## config.mk

```make
export PLATFORM = sky130hd
export DESIGN_NAME = hmc_chain
export DESIGN_NICKNAME = d
export VERILOG_FILES = /design/src/hmc_chain.v /design/src/hmc_mem_port.v
export VERILOG_INCLUDE_DIRS = /design/src
export SDC_FILE = /design/constraint.sdc
export NUM_CORES = 1
export LEC_CHECK = 0
export BUFFER_PORTS_ARGS = -buffer_cell sky130_fd_sc_hd__buf_2
export CAP_MARGIN = 25
export CORE_UTILIZATION = 56
export DETAILED_ROUTE_END_ITERATION = 7
export GPL_ROUTABILITY_DRIVEN = 0
export PLACE_DENSITY_LB_ADDON = 0.05
export SYNTH_ARGS = -nofsm -noshare
export SYNTH_HDL_FRONTEND = slang
export SYNTH_SLANG_ARGS = --single-unit
```

## constraint.sdc

```tcl
create_clock -name clk_in -period 3.4 [get_ports clk_in]
set_input_delay 0.34 -clock clk_in [delete_from_list [all_inputs] [get_ports clk_in]]
set_output_delay 0.34 -clock clk_in [all_outputs]
set_load 0.05 [all_outputs]
```

## src/hmc_consts.vh

```
`ifndef HMC_CONSTS_VH
`define HMC_CONSTS_VH
// ***************************************
// Register offsets (byte addresses)
// ***************************************
`define HMC_OFS_WAKE 4'h0
`define HMC_OFS_STAT 4'h4
`define HMC_OFS_CCBA 4'h8
`define HMC_OFS_PBA 4'hc
// ***************************************
// Status register fields
// ***************************************
`define HMC_ST_BUSY 0
`define HMC_ST_LINK 1
`define HMC_ST_IRQ 2
`define HMC_ST_RST 3
`define HMC_ST_STATE_LO 8
// ***************************************
// Wake-up port codes
// ***************************************
`define HMC_WK_CLEAR 2'h0
`define HMC_WK_START 2'h1
`define HMC_WK_RESET 2'h2
// ***************************************
// Block byte offsets
// ***************************************
`define HMC_WUB_CCBP 20'h00002
`define HMC_CCB_BUSY 20'h00001
`define HMC_CIB_BACK 20'h00004
`define HMC_CIB_STAT 20'h00001
`define HMC_CIB_SEM 20'h00003
`define HMC_CIB_PBP 20'h00008
`define HMC_PB_LEN 5'h1e
`define HMC_PB_FUNC 11
`define HMC_PB_BUF 18
`define HMC_PB_REQ 22
// ***************************************
// Byte codes
// ***************************************
`define HMC_CTL_ROM 8'h01
`define HMC_CTL_HOST 8'h03
`define HMC_BUSY_SET 8'hff
`define HMC_BUSY_CLR 8'h00
`define HMC_SEM_POSTED 8'hff
`define HMC_SEM_READ 8'h00
`define HMC_STAT_OK 8'h00
`define HMC_STAT_ERR 8'h01
`endif

```

## src/hmc_chain.v

```verilog
// Our own choices: the Avalon-MM register port and the placing of the registers.
`timescale 1ns/1ps
`include "hmc_consts.vh"
module hmc_chain #(
    parameter BUF_DEPTH = 16,
    parameter BUF_AW = 4,
    parameter [7:0] FUNC_READ = 8'h04
) (
    input wire clk_in,
    input wire rst_n_in,
    input wire [3:0] av_address_in,
    input wire av_read_in,
    input wire av_write_in,
    input wire [31:0] av_writedata_in,
    output reg [31:0] av_readdata_out,
    output wire av_waitrequest_out,
    input wire [15:0] wake_sel_in,
    output wire [19:0] mem_addr_out,
    output wire mem_read_out,
    output wire mem_write_out,
    output wire [7:0] mem_wdata_out,
    input wire [7:0] mem_rdata_in,
    input wire mem_wait_in,
    input wire [7:0] drv_data_in,
    input wire drv_valid_in,
    output wire drv_ready_out,
    output reg [7:0] drv_func_out,
    output reg host_irq_out
);
    // ***************************************
    // States
    // ***************************************
    localparam [3:0] S_IDLE = 4'h0;
    localparam [3:0] S_WUB = 4'h1;
    localparam [3:0] S_CCB = 4'h2;
    localparam [3:0] S_BSET = 4'h3;
    localparam [3:0] S_CIB = 4'h4;
    localparam [3:0] S_PB = 4'h5;
    localparam [3:0] S_FILL = 4'h6;
    localparam [3:0] S_DMA = 4'h7;
    localparam [3:0] S_SEMR = 4'h8;
    localparam [3:0] S_STAT = 4'h9;
    localparam [3:0] S_SEMW = 4'ha;
    localparam [3:0] S_BCLR = 4'hb;

    reg [3:0] state_reg;
    reg pend_reg;
    reg [4:0] idx_reg;
    reg [31:0] word_reg;
    reg linked_reg;
    reg in_reset_reg;
    reg err_reg;
    reg [1:0] last_cmd_reg;
    reg [19:0] wub_reg;
    reg [19:0] ccb_reg;
    reg [19:0] cib_reg;
    reg [19:0] pb_reg;
    reg [31:0] done_cnt_reg;
    reg [BUF_AW:0] fill_reg;
    reg [BUF_AW:0] dma_reg;
    reg ack_reg;
    reg [7:0] pram [0:29];
    reg [7:0] dbuf [0:BUF_DEPTH-1];

    wire wake_wr;
    wire mem_state;
    wire go;
    wire mp_busy;
    wire mp_done;
    wire [7:0] mp_rdata;
    wire [31:0] word_next;
    wire [31:0] req_cnt;
    wire [31:0] buf_word;
    wire [19:0] buf_addr;
    wire last_fill;
    reg [19:0] addr_mux;
    reg we_mux;
    reg [7:0] wdata_mux;

    // Segment in the upper word, offset in the lower word
    function [19:0] seg_off;
        input [31:0] w;
        begin
            seg_off = {w[31:16], 4'h0} + {4'h0, w[15:0]};
        end
    endfunction

    // ***************************************
    // Avalon slave
    // ***************************************
    // Fixed one wait state: answer at the second edge of a request
    assign av_waitrequest_out = (av_read_in | av_write_in) & ~ack_reg;
    // Command acts at the edge where the master sees waitrequest low
    assign wake_wr = av_write_in & ack_reg & (av_address_in == `HMC_OFS_WAKE);

    always @(posedge clk_in) begin
        if (!rst_n_in) begin
            ack_reg <= 1'b0;
            av_readdata_out <= 32'h00000000;
        end else begin
            ack_reg <= (av_read_in | av_write_in) & ~ack_reg;
            if (av_read_in & ~ack_reg) begin
                case (av_address_in)
                    `HMC_OFS_WAKE: av_readdata_out <= {30'h00000000, last_cmd_reg};
                    `HMC_OFS_STAT: begin
                        av_readdata_out <= 32'h00000000;
                        av_readdata_out[`HMC_ST_BUSY] <= (state_reg != S_IDLE);
                        av_readdata_out[`HMC_ST_LINK] <= linked_reg;
                        av_readdata_out[`HMC_ST_IRQ] <= host_irq_out;
                        av_readdata_out[`HMC_ST_RST] <= in_reset_reg;
                        av_readdata_out[`HMC_ST_STATE_LO+3:`HMC_ST_STATE_LO] <= state_reg;
                    end
                    `HMC_OFS_CCBA: av_readdata_out <= {12'h000, ccb_reg};
                    `HMC_OFS_PBA: av_readdata_out <= {12'h000, pb_reg};
                    default: av_readdata_out <= 32'h00000000;
                endcase
            end
        end
    end

    // ***************************************
    // Memory access mux
    // ***************************************
    assign word_next = {mp_rdata, word_reg[31:8]};
    assign req_cnt = {pram[`HMC_PB_REQ+3], pram[`HMC_PB_REQ+2],
                      pram[`HMC_PB_REQ+1], pram[`HMC_PB_REQ]};
    assign buf_word = {pram[`HMC_PB_BUF+3], pram[`HMC_PB_BUF+2],
                       pram[`HMC_PB_BUF+1], pram[`HMC_PB_BUF]};
    assign buf_addr = seg_off(buf_word);
    assign mem_state = (state_reg != S_IDLE) && (state_reg != S_FILL);
    assign go = mem_state & ~pend_reg & ~mp_busy;
    assign drv_ready_out = (state_reg == S_FILL);
    assign last_fill = (fill_reg == BUF_DEPTH - 1) ||
                       (done_cnt_reg + {{(31-BUF_AW){1'b0}}, fill_reg} + 32'h1 == req_cnt);

    always @* begin
        addr_mux = 20'h00000;
        we_mux = 1'b0;
        wdata_mux = 8'h00;
        case (state_reg)
            S_WUB: addr_mux = wub_reg + `HMC_WUB_CCBP + {15'h0000, idx_reg};
            S_CCB: addr_mux = ccb_reg + {15'h0000, idx_reg};
            // Pointer is re-read every start whose program is not refused so a moved parameter block is seen
            S_CIB: addr_mux = cib_reg + `HMC_CIB_PBP + {15'h0000, idx_reg};
            S_PB: addr_mux = pb_reg + {15'h0000, idx_reg};
            S_BSET: begin
                addr_mux = ccb_reg + `HMC_CCB_BUSY;
                we_mux = 1'b1;
                wdata_mux = `HMC_BUSY_SET;
            end
            S_DMA: begin
                addr_mux = buf_addr + done_cnt_reg[19:0];
                we_mux = 1'b1;
                wdata_mux = dbuf[dma_reg[BUF_AW-1:0]];
            end
            S_SEMR: addr_mux = cib_reg + `HMC_CIB_SEM;
            S_STAT: begin
                addr_mux = cib_reg + `HMC_CIB_STAT;
                we_mux = 1'b1;
                wdata_mux = err_reg ? `HMC_STAT_ERR : `HMC_STAT_OK;
            end
            S_SEMW: begin
                addr_mux = cib_reg + `HMC_CIB_SEM;
                we_mux = 1'b1;
                wdata_mux = `HMC_SEM_POSTED;
            end
            S_BCLR: begin
                addr_mux = ccb_reg + `HMC_CCB_BUSY;
                we_mux = 1'b1;
                wdata_mux = `HMC_BUSY_CLR;
            end
            default: addr_mux = 20'h00000;
        endcase
    end

    hmc_mem_port u_mem (
        .clk_in(clk_in),
        .rst_n_in(rst_n_in),
        .go_in(go),
        .we_in(we_mux),
        .addr_in(addr_mux),
        .wdata_in(wdata_mux),
        .busy_out(mp_busy),
        .done_out(mp_done),
        .rdata_out(mp_rdata),
        .mem_addr_out(mem_addr_out),
        .mem_read_out(mem_read_out),
        .mem_write_out(mem_write_out),
        .mem_wdata_out(mem_wdata_out),
        .mem_rdata_in(mem_rdata_in),
        .mem_wait_in(mem_wait_in)
    );

    // ***************************************
    // Local RAM
    // ***************************************
    always @(posedge clk_in) begin
        if (state_reg == S_PB && pend_reg && mp_done) begin
            pram[idx_reg] <= mp_rdata;
        end
        if (state_reg == S_FILL && drv_valid_in) begin
            dbuf[fill_reg[BUF_AW-1:0]] <= drv_data_in;
        end
    end

    // ***************************************
    // Command chain sequencer
    // ***************************************
    always @(posedge clk_in) begin
        if (!rst_n_in) begin
            state_reg <= S_IDLE;
            pend_reg <= 1'b0;
            idx_reg <= 5'h00;
            word_reg <= 32'h00000000;
            linked_reg <= 1'b0;
            in_reset_reg <= 1'b0;
            err_reg <= 1'b0;
            last_cmd_reg <= 2'h0;
            wub_reg <= 20'h00000;
            ccb_reg <= 20'h00000;
            cib_reg <= 20'h00000;
            pb_reg <= 20'h00000;
            done_cnt_reg <= 32'h00000000;
            fill_reg <= {(BUF_AW+1){1'b0}};
            dma_reg <= {(BUF_AW+1){1'b0}};
            drv_func_out <= 8'h00;
            host_irq_out <= 1'b0;
        end else if (wake_wr && av_writedata_in[1:0] == `HMC_WK_RESET) begin
            // Board reset: abandon work and drop the link
            last_cmd_reg <= `HMC_WK_RESET;
            in_reset_reg <= 1'b1;
            linked_reg <= 1'b0;
            host_irq_out <= 1'b0;
            state_reg <= S_IDLE;
            pend_reg <= 1'b0;
        end else begin
            if (go) begin
                pend_reg <= 1'b1;
            end
            if (wake_wr) begin
                last_cmd_reg <= av_writedata_in[1:0];
                if (av_writedata_in[1:0] == `HMC_WK_CLEAR) begin
                    host_irq_out <= 1'b0;
                    in_reset_reg <= 1'b0;
                end
            end
            case (state_reg)
                S_IDLE: begin
                    if (wake_wr && av_writedata_in[1:0] == `HMC_WK_START && !in_reset_reg) begin
                        idx_reg <= 5'h00;
                        err_reg <= 1'b0;
                        if (linked_reg) begin
                            state_reg <= S_CCB;
                        end else begin
                            wub_reg <= {wake_sel_in, 4'h0};
                            state_reg <= S_WUB;
                        end
                    end
                end
                S_WUB: begin
                    if (pend_reg && mp_done) begin
                        pend_reg <= 1'b0;
                        word_reg <= word_next;
                        idx_reg <= idx_reg + 5'h01;
                        if (idx_reg == 5'h03) begin
                            ccb_reg <= seg_off(word_next);
                            idx_reg <= 5'h00;
                            state_reg <= S_CCB;
                        end
                    end
                end
                S_CCB: begin
                    if (pend_reg && mp_done) begin
                        pend_reg <= 1'b0;
                        word_reg <= word_next;
                        idx_reg <= idx_reg + 5'h01;
                        // Only the ROM program is carried; a host program is refused
                        if (idx_reg == 5'h00 && mp_rdata != `HMC_CTL_ROM) begin
                            err_reg <= 1'b1;
                        end
                        if (idx_reg == 5'h05) begin
                            idx_reg <= 5'h00;
                            if (!linked_reg) begin
                                // Pointer names byte 4 of the invocation block
                                cib_reg <= seg_off(word_next) - `HMC_CIB_BACK;
                            end
                            if (err_reg) begin
                                state_reg <= S_SEMR;
                            end else if (linked_reg) begin
                                state_reg <= S_BSET;
                            end else begin
                                state_reg <= S_CIB;
                            end
                        end
                    end
                end
                S_BSET: begin
                    if (pend_reg && mp_done) begin
                        pend_reg <= 1'b0;
                        state_reg <= S_CIB;
                    end
                end
                S_CIB: begin
                    // Byte 2 is left alone for host interlocks
                    if (pend_reg && mp_done) begin
                        pend_reg <= 1'b0;
                        word_reg <= word_next;
                        idx_reg <= idx_reg + 5'h01;
                        if (idx_reg == 5'h03) begin
                            pb_reg <= seg_off(word_next);
                            idx_reg <= 5'h00;
                            state_reg <= S_PB;
                        end
                    end
                end
                S_PB: begin
                    if (pend_reg && mp_done) begin
                        pend_reg <= 1'b0;
                        idx_reg <= idx_reg + 5'h01;
                        if (idx_reg == `HMC_PB_LEN - 5'h01) begin
                            drv_func_out <= pram[`HMC_PB_FUNC];
                            done_cnt_reg <= 32'h00000000;
                            fill_reg <= {(BUF_AW+1){1'b0}};
                            if (pram[`HMC_PB_FUNC] == FUNC_READ && req_cnt != 32'h0) begin
                                state_reg <= S_FILL;
                            end else begin
                                state_reg <= S_SEMR;
                            end
                        end
                    end
                end
                S_FILL: begin
                    if (drv_valid_in) begin
                        fill_reg <= fill_reg + 1'b1;
                        if (last_fill) begin
                            dma_reg <= {(BUF_AW+1){1'b0}};
                            state_reg <= S_DMA;
                        end
                    end
                end
                S_DMA: begin
                    if (pend_reg && mp_done) begin
                        pend_reg <= 1'b0;
                        done_cnt_reg <= done_cnt_reg + 32'h1;
                        dma_reg <= dma_reg + 1'b1;
                        if (dma_reg + 1'b1 == fill_reg) begin
                            fill_reg <= {(BUF_AW+1){1'b0}};
                            if (done_cnt_reg + 32'h1 == req_cnt) begin
                                state_reg <= S_SEMR;
                            end else begin
                                state_reg <= S_FILL;
                            end
                        end
                    end
                end
                S_SEMR: begin
                    // Poll until the host has taken the previous status
                    if (pend_reg && mp_done) begin
                        pend_reg <= 1'b0;
                        if (mp_rdata == `HMC_SEM_READ) begin
                            state_reg <= S_STAT;
                        end
                    end
                end
                S_STAT: begin
                    if (pend_reg && mp_done) begin
                        pend_reg <= 1'b0;
                        state_reg <= S_SEMW;
                    end
                end
                S_SEMW: begin
                    if (pend_reg && mp_done) begin
                        pend_reg <= 1'b0;
                        state_reg <= S_BCLR;
                    end
                end
                S_BCLR: begin
                    if (pend_reg && mp_done) begin
                        pend_reg <= 1'b0;
                        linked_reg <= 1'b1;
                        host_irq_out <= 1'b1;
                        state_reg <= S_IDLE;
                    end
                end
                default: state_reg <= S_IDLE;
            endcase
        end
    end
endmodule

```

## src/hmc_mem_port.v

```verilog
`timescale 1ns/1ps
// One byte access on the host memory bus, Avalon style master
module hmc_mem_port (
    input wire clk_in,
    input wire rst_n_in,
    input wire go_in,
    input wire we_in,
    input wire [19:0] addr_in,
    input wire [7:0] wdata_in,
    output wire busy_out,
    output reg done_out,
    output reg [7:0] rdata_out,
    output reg [19:0] mem_addr_out,
    output reg mem_read_out,
    output reg mem_write_out,
    output reg [7:0] mem_wdata_out,
    input wire [7:0] mem_rdata_in,
    input wire mem_wait_in
);
    wire active;

    assign active = mem_read_out | mem_write_out;
    assign busy_out = active;

    always @(posedge clk_in) begin
        if (!rst_n_in) begin
            mem_addr_out <= 20'h00000;
            mem_read_out <= 1'b0;
            mem_write_out <= 1'b0;
            mem_wdata_out <= 8'h00;
            rdata_out <= 8'h00;
            done_out <= 1'b0;
        end else begin
            done_out <= 1'b0;
            if (active) begin
                // Request held until the slave drops waitrequest
                if (!mem_wait_in) begin
                    mem_read_out <= 1'b0;
                    mem_write_out <= 1'b0;
                    done_out <= 1'b1;
                    if (mem_read_out) begin
                        rdata_out <= mem_rdata_in;
                    end
                end
            end else if (go_in) begin
                mem_addr_out <= addr_in;
                mem_wdata_out <= wdata_in;
                mem_read_out <= ~we_in;
                mem_write_out <= we_in;
            end
        end
    end
endmodule

```

==> run_results.csv <==
group,metric,value,unit
global_route,grt_pass1_wl,116800,um
detailed_routing,wirelength,76050,um
setup_path,worstSetupPathType,"register to register",
final_layout,layout_commonest_cell,"nand2_1",
synth,postSynth.asyncResetShare,0,
floorplanning,design.core.area,42230,sq um
final_layout,fillers,3451,
floorplanning,rows,75,
synth,seq_area_frac_synth,0.4391,
global_route,overflow,0,
cts,clk_latency,610,ps
detailed_routing,via_per_inst,6.407,
synth,synth_top_family_by_area,"simple AND/OR/NAND/NOR gates",
setup_path,cp.required,3910,ps
global_route,use_met1,0.4918,
cts,clk_pin_slew,60,ps
power,p_int,9.448,mW
floorplanning,die_h,209.7,um
floorplanning,die_w,209.7,um
timing,period_needed,3393,ps
synth,synth_fa_ha_area_frac,0.05241,
timing,setup_viol,0,
timing,skew,22.05,ps
final_layout,num-nets-final,2885,
cts,cts_made_buffers,45,
power,clockPowerShare,0.375,
timing,setup_slack,6.938,ps
cts,cts_buffer_depth,3,
floorplanning,io-pin-count,147,
detailed_routing,drc,0,
detailed_routing,vias,21116,
power,p_sw,4.374,mW
synth,synth_mux_area_frac,0.06230,
final_layout,final_cell_mix,"nand2_1, dfxtp_1, nor2_1, edfxtp_1, a21oi_1",
detailed_routing,drtIter0Drc,2551,
synth,yosysWarnings,0,
synth,synth_seq_cells,430,
timing,slew_headroom,0.3004,
synth,synth_flop_cell,"dfxtp_1",
cts,cts_root_buffer,"clkbuf_16",
timing,slew_violations,0,
power,leakagePower,10.13,nW
detailed_routing,ant_nets,0,
global_route,busiest_layer,"met2",
setup_path,arrival,3900,ps
place,io_buffers,104,
job,max-cap-violations,0,
global_route,grt_util_met3,0.06150,
synth,synth-edff-count,200,
cts,cts_tree,"built",
synth,synthCells,2524,
timing,hold_violations,0,
power,irDropWorstVdd,0.0004697,V
final_layout,layout-drive-gt1-share,0.1614,
detailed_routing,firstDrtPassIters,8,
final_layout,largest_reg_flops,128,
power,comb_power_share,0.212,
hold_path,holdCritPathClass,"primary input to register",
setup_path,startpoint_type,"register",
timing,worstMarginPinSlew,1049,ps
synth,syn_area,24160,sq um
global_route,gr-usage-met2,0.5292,
run_status,status,"finished, final reports clean",
global_route,grt_util_all_layers,0.3461,
synth,synthXorXnorAreaFrac,0.07214,
synth,synth-simple-area-share,0.1843,
final_layout,antenna_cells,0,
global_route,grt_pass1_vias,19989,
cts,clkSinkCount,430,
floorplanning,dieArea,43980,sq um
power,power.share.switching,0.3165,
global_route,antenna_found_initial,6,
power,power_density,495.2,nW/um^2
global_route,grt_max_degree,92,
place,dp_hpwl,55560,um
setup_path,crit_path_end_kind,"register",
power,power,13.82,mW
floorplanning,initial_core_util,0.5722,
synth,ys_types,90,
timing,fin_hold_ws,17.60,ps
setup_path,r2r_slack,7,ps
detailed_routing,wl_per_cell,23.07,um
synth,synth_compound_area_frac,0.1534,
place,pre_cts_ws,-2.929,ps
synth,syn_avg_cell_area,9.573,sq um
setup_path,cp_max_fo,6,
power,sequentialPowerShare,0.413,
timing,finalCritPeriodShare,0.9980,
cts,htree_levels,2,
timing,fmax,294.7,MHz
final_layout,area_growth,15.52,%
## critical path: stages (launching register included)
cell and delay [ps]:
dfxtp_1 470, buf_4 190, nand4_1 310, nor4_1 690, a41oi_1 270, a21oi_1 280
o211ai_1 190, nor4_4 390, buf_4 200, a222oi_1 80, o31ai_1 220
## layer usage
layer | part of all wire | vias to the layer above
met5 | 0.00036 | -
met4 | 0.035 | 4
met3 | 0.10 | 154
met2 | 0.44 | 1143
met1 | 0.42 | 10160
li1 | - | 9655
## worst paths after layout
kind / startpoint / endpoint / cells past startpoint
max: done_cnt_reg[3] / state_reg[3] / 10
min reg2reg: last_cmd_reg[1] / last_cmd_reg[1] / 2
min: wake_sel_in[10] / wub_reg[14] / 3
max reg2reg: done_cnt_reg[3] / state_reg[3] / 10
## Yosys cell counts (8+ instances only)
cell,n,area (sq um)
xnor2_1,114,998.5
buf_4,18,135.1
a221oi_1,26,227.7
mux4_2,42,945.9
mux2i_1,48,480.5
and2_1,29,181.4
or4_1,13,97.59
clkbuf_1,109,409.1
a211oi_1,47,352.8
o221ai_1,11,96.34
nor4_1,28,175.2
nand2_1,300,1126
nand3b_1,9,67.56
or3_1,21,131.4
nand4_1,46,287.8
a22oi_1,16,120.1
dfxtp_1,230,4604
edfxtp_1,200,6006
nor3_1,74,370.4
xor2_1,85,744.5
a31oi_1,26,162.7
o211ai_1,16,120.1
o211a_1,8,80.08
o21bai_1,8,60.06
nand2b_1,19,118.9
ha_1,74,925.9
inv_1,50,187.7
fa_1,17,340.3
a21oi_1,176,880.8
buf_1,14,52.55
or2_2,9,56.30
a21o_1,17,127.6
o21ai_0,109,545.5
o21a_1,13,97.59
o22ai_1,13,81.33
nor2_1,224,840.8
o31ai_1,11,82.58
buf_2,17,85.08
nor2b_1,18,112.6
nand3_1,69,345.3
and3_1,27,168.9
## kinds of logic after synthesis
family,after synthesis
simple gates,925
compound gates,572
flops,430
buf+inv,209
xor+xnor,199
mux,97
fa+ha+maj,91
other cells,1
## per-stage QoR
stage | std cells | util | area, sq um | setup TNS [ps]
after floorplan | 2535 | - | 24210 | 0
after global placement | 3189 | 0.6169 | 26050 | 0
after detailed placement | 3189 | 0.6169 | 26050 | -2.929
after CTS | 3293 | 0.6585 | 27810 | 0
after global routing | 3296 | 0.6610 | 27910 | -337.4
final | 3296 | 0.6610 | 27910 | 0
## area by class of cell
cell class                      count  area (sq um)  share of cell area
Clock inverter                     26         356.6             0.01278
Inverter                           50         192.7            0.006903
Clock buffer                       58          1195             0.04281
Timing Repair Buffer              297          2044             0.07324
Sequential cell                   430         10610              0.3802
Tap cell                          539         674.4             0.02416
Multi-Input combinational cell   1896         12840              0.4600
## power groups by stage
stage | clock [mW] | combinational (mW) | sequential (mW)
floorplan | 0 | 1.32 | 6.19
global placement | 0 | 2.77 | 5.82
detailed placement | 0 | 2.79 | 5.82
CTS | 5.23 | 2.83 | 5.71
global route | 5.42 | 3.09 | 5.73
finish | 5.18 | 2.93 | 5.71
## repair_timing
action,in CTS,in global routing
buffers inserted,0,2
gates resized for setup,1,17
endpoints found under the hold margin,20,0
setup endpoints to repair,1,23
pin swaps,0,4
hold buffers,20,0
(Power assumes the default switching activity.)
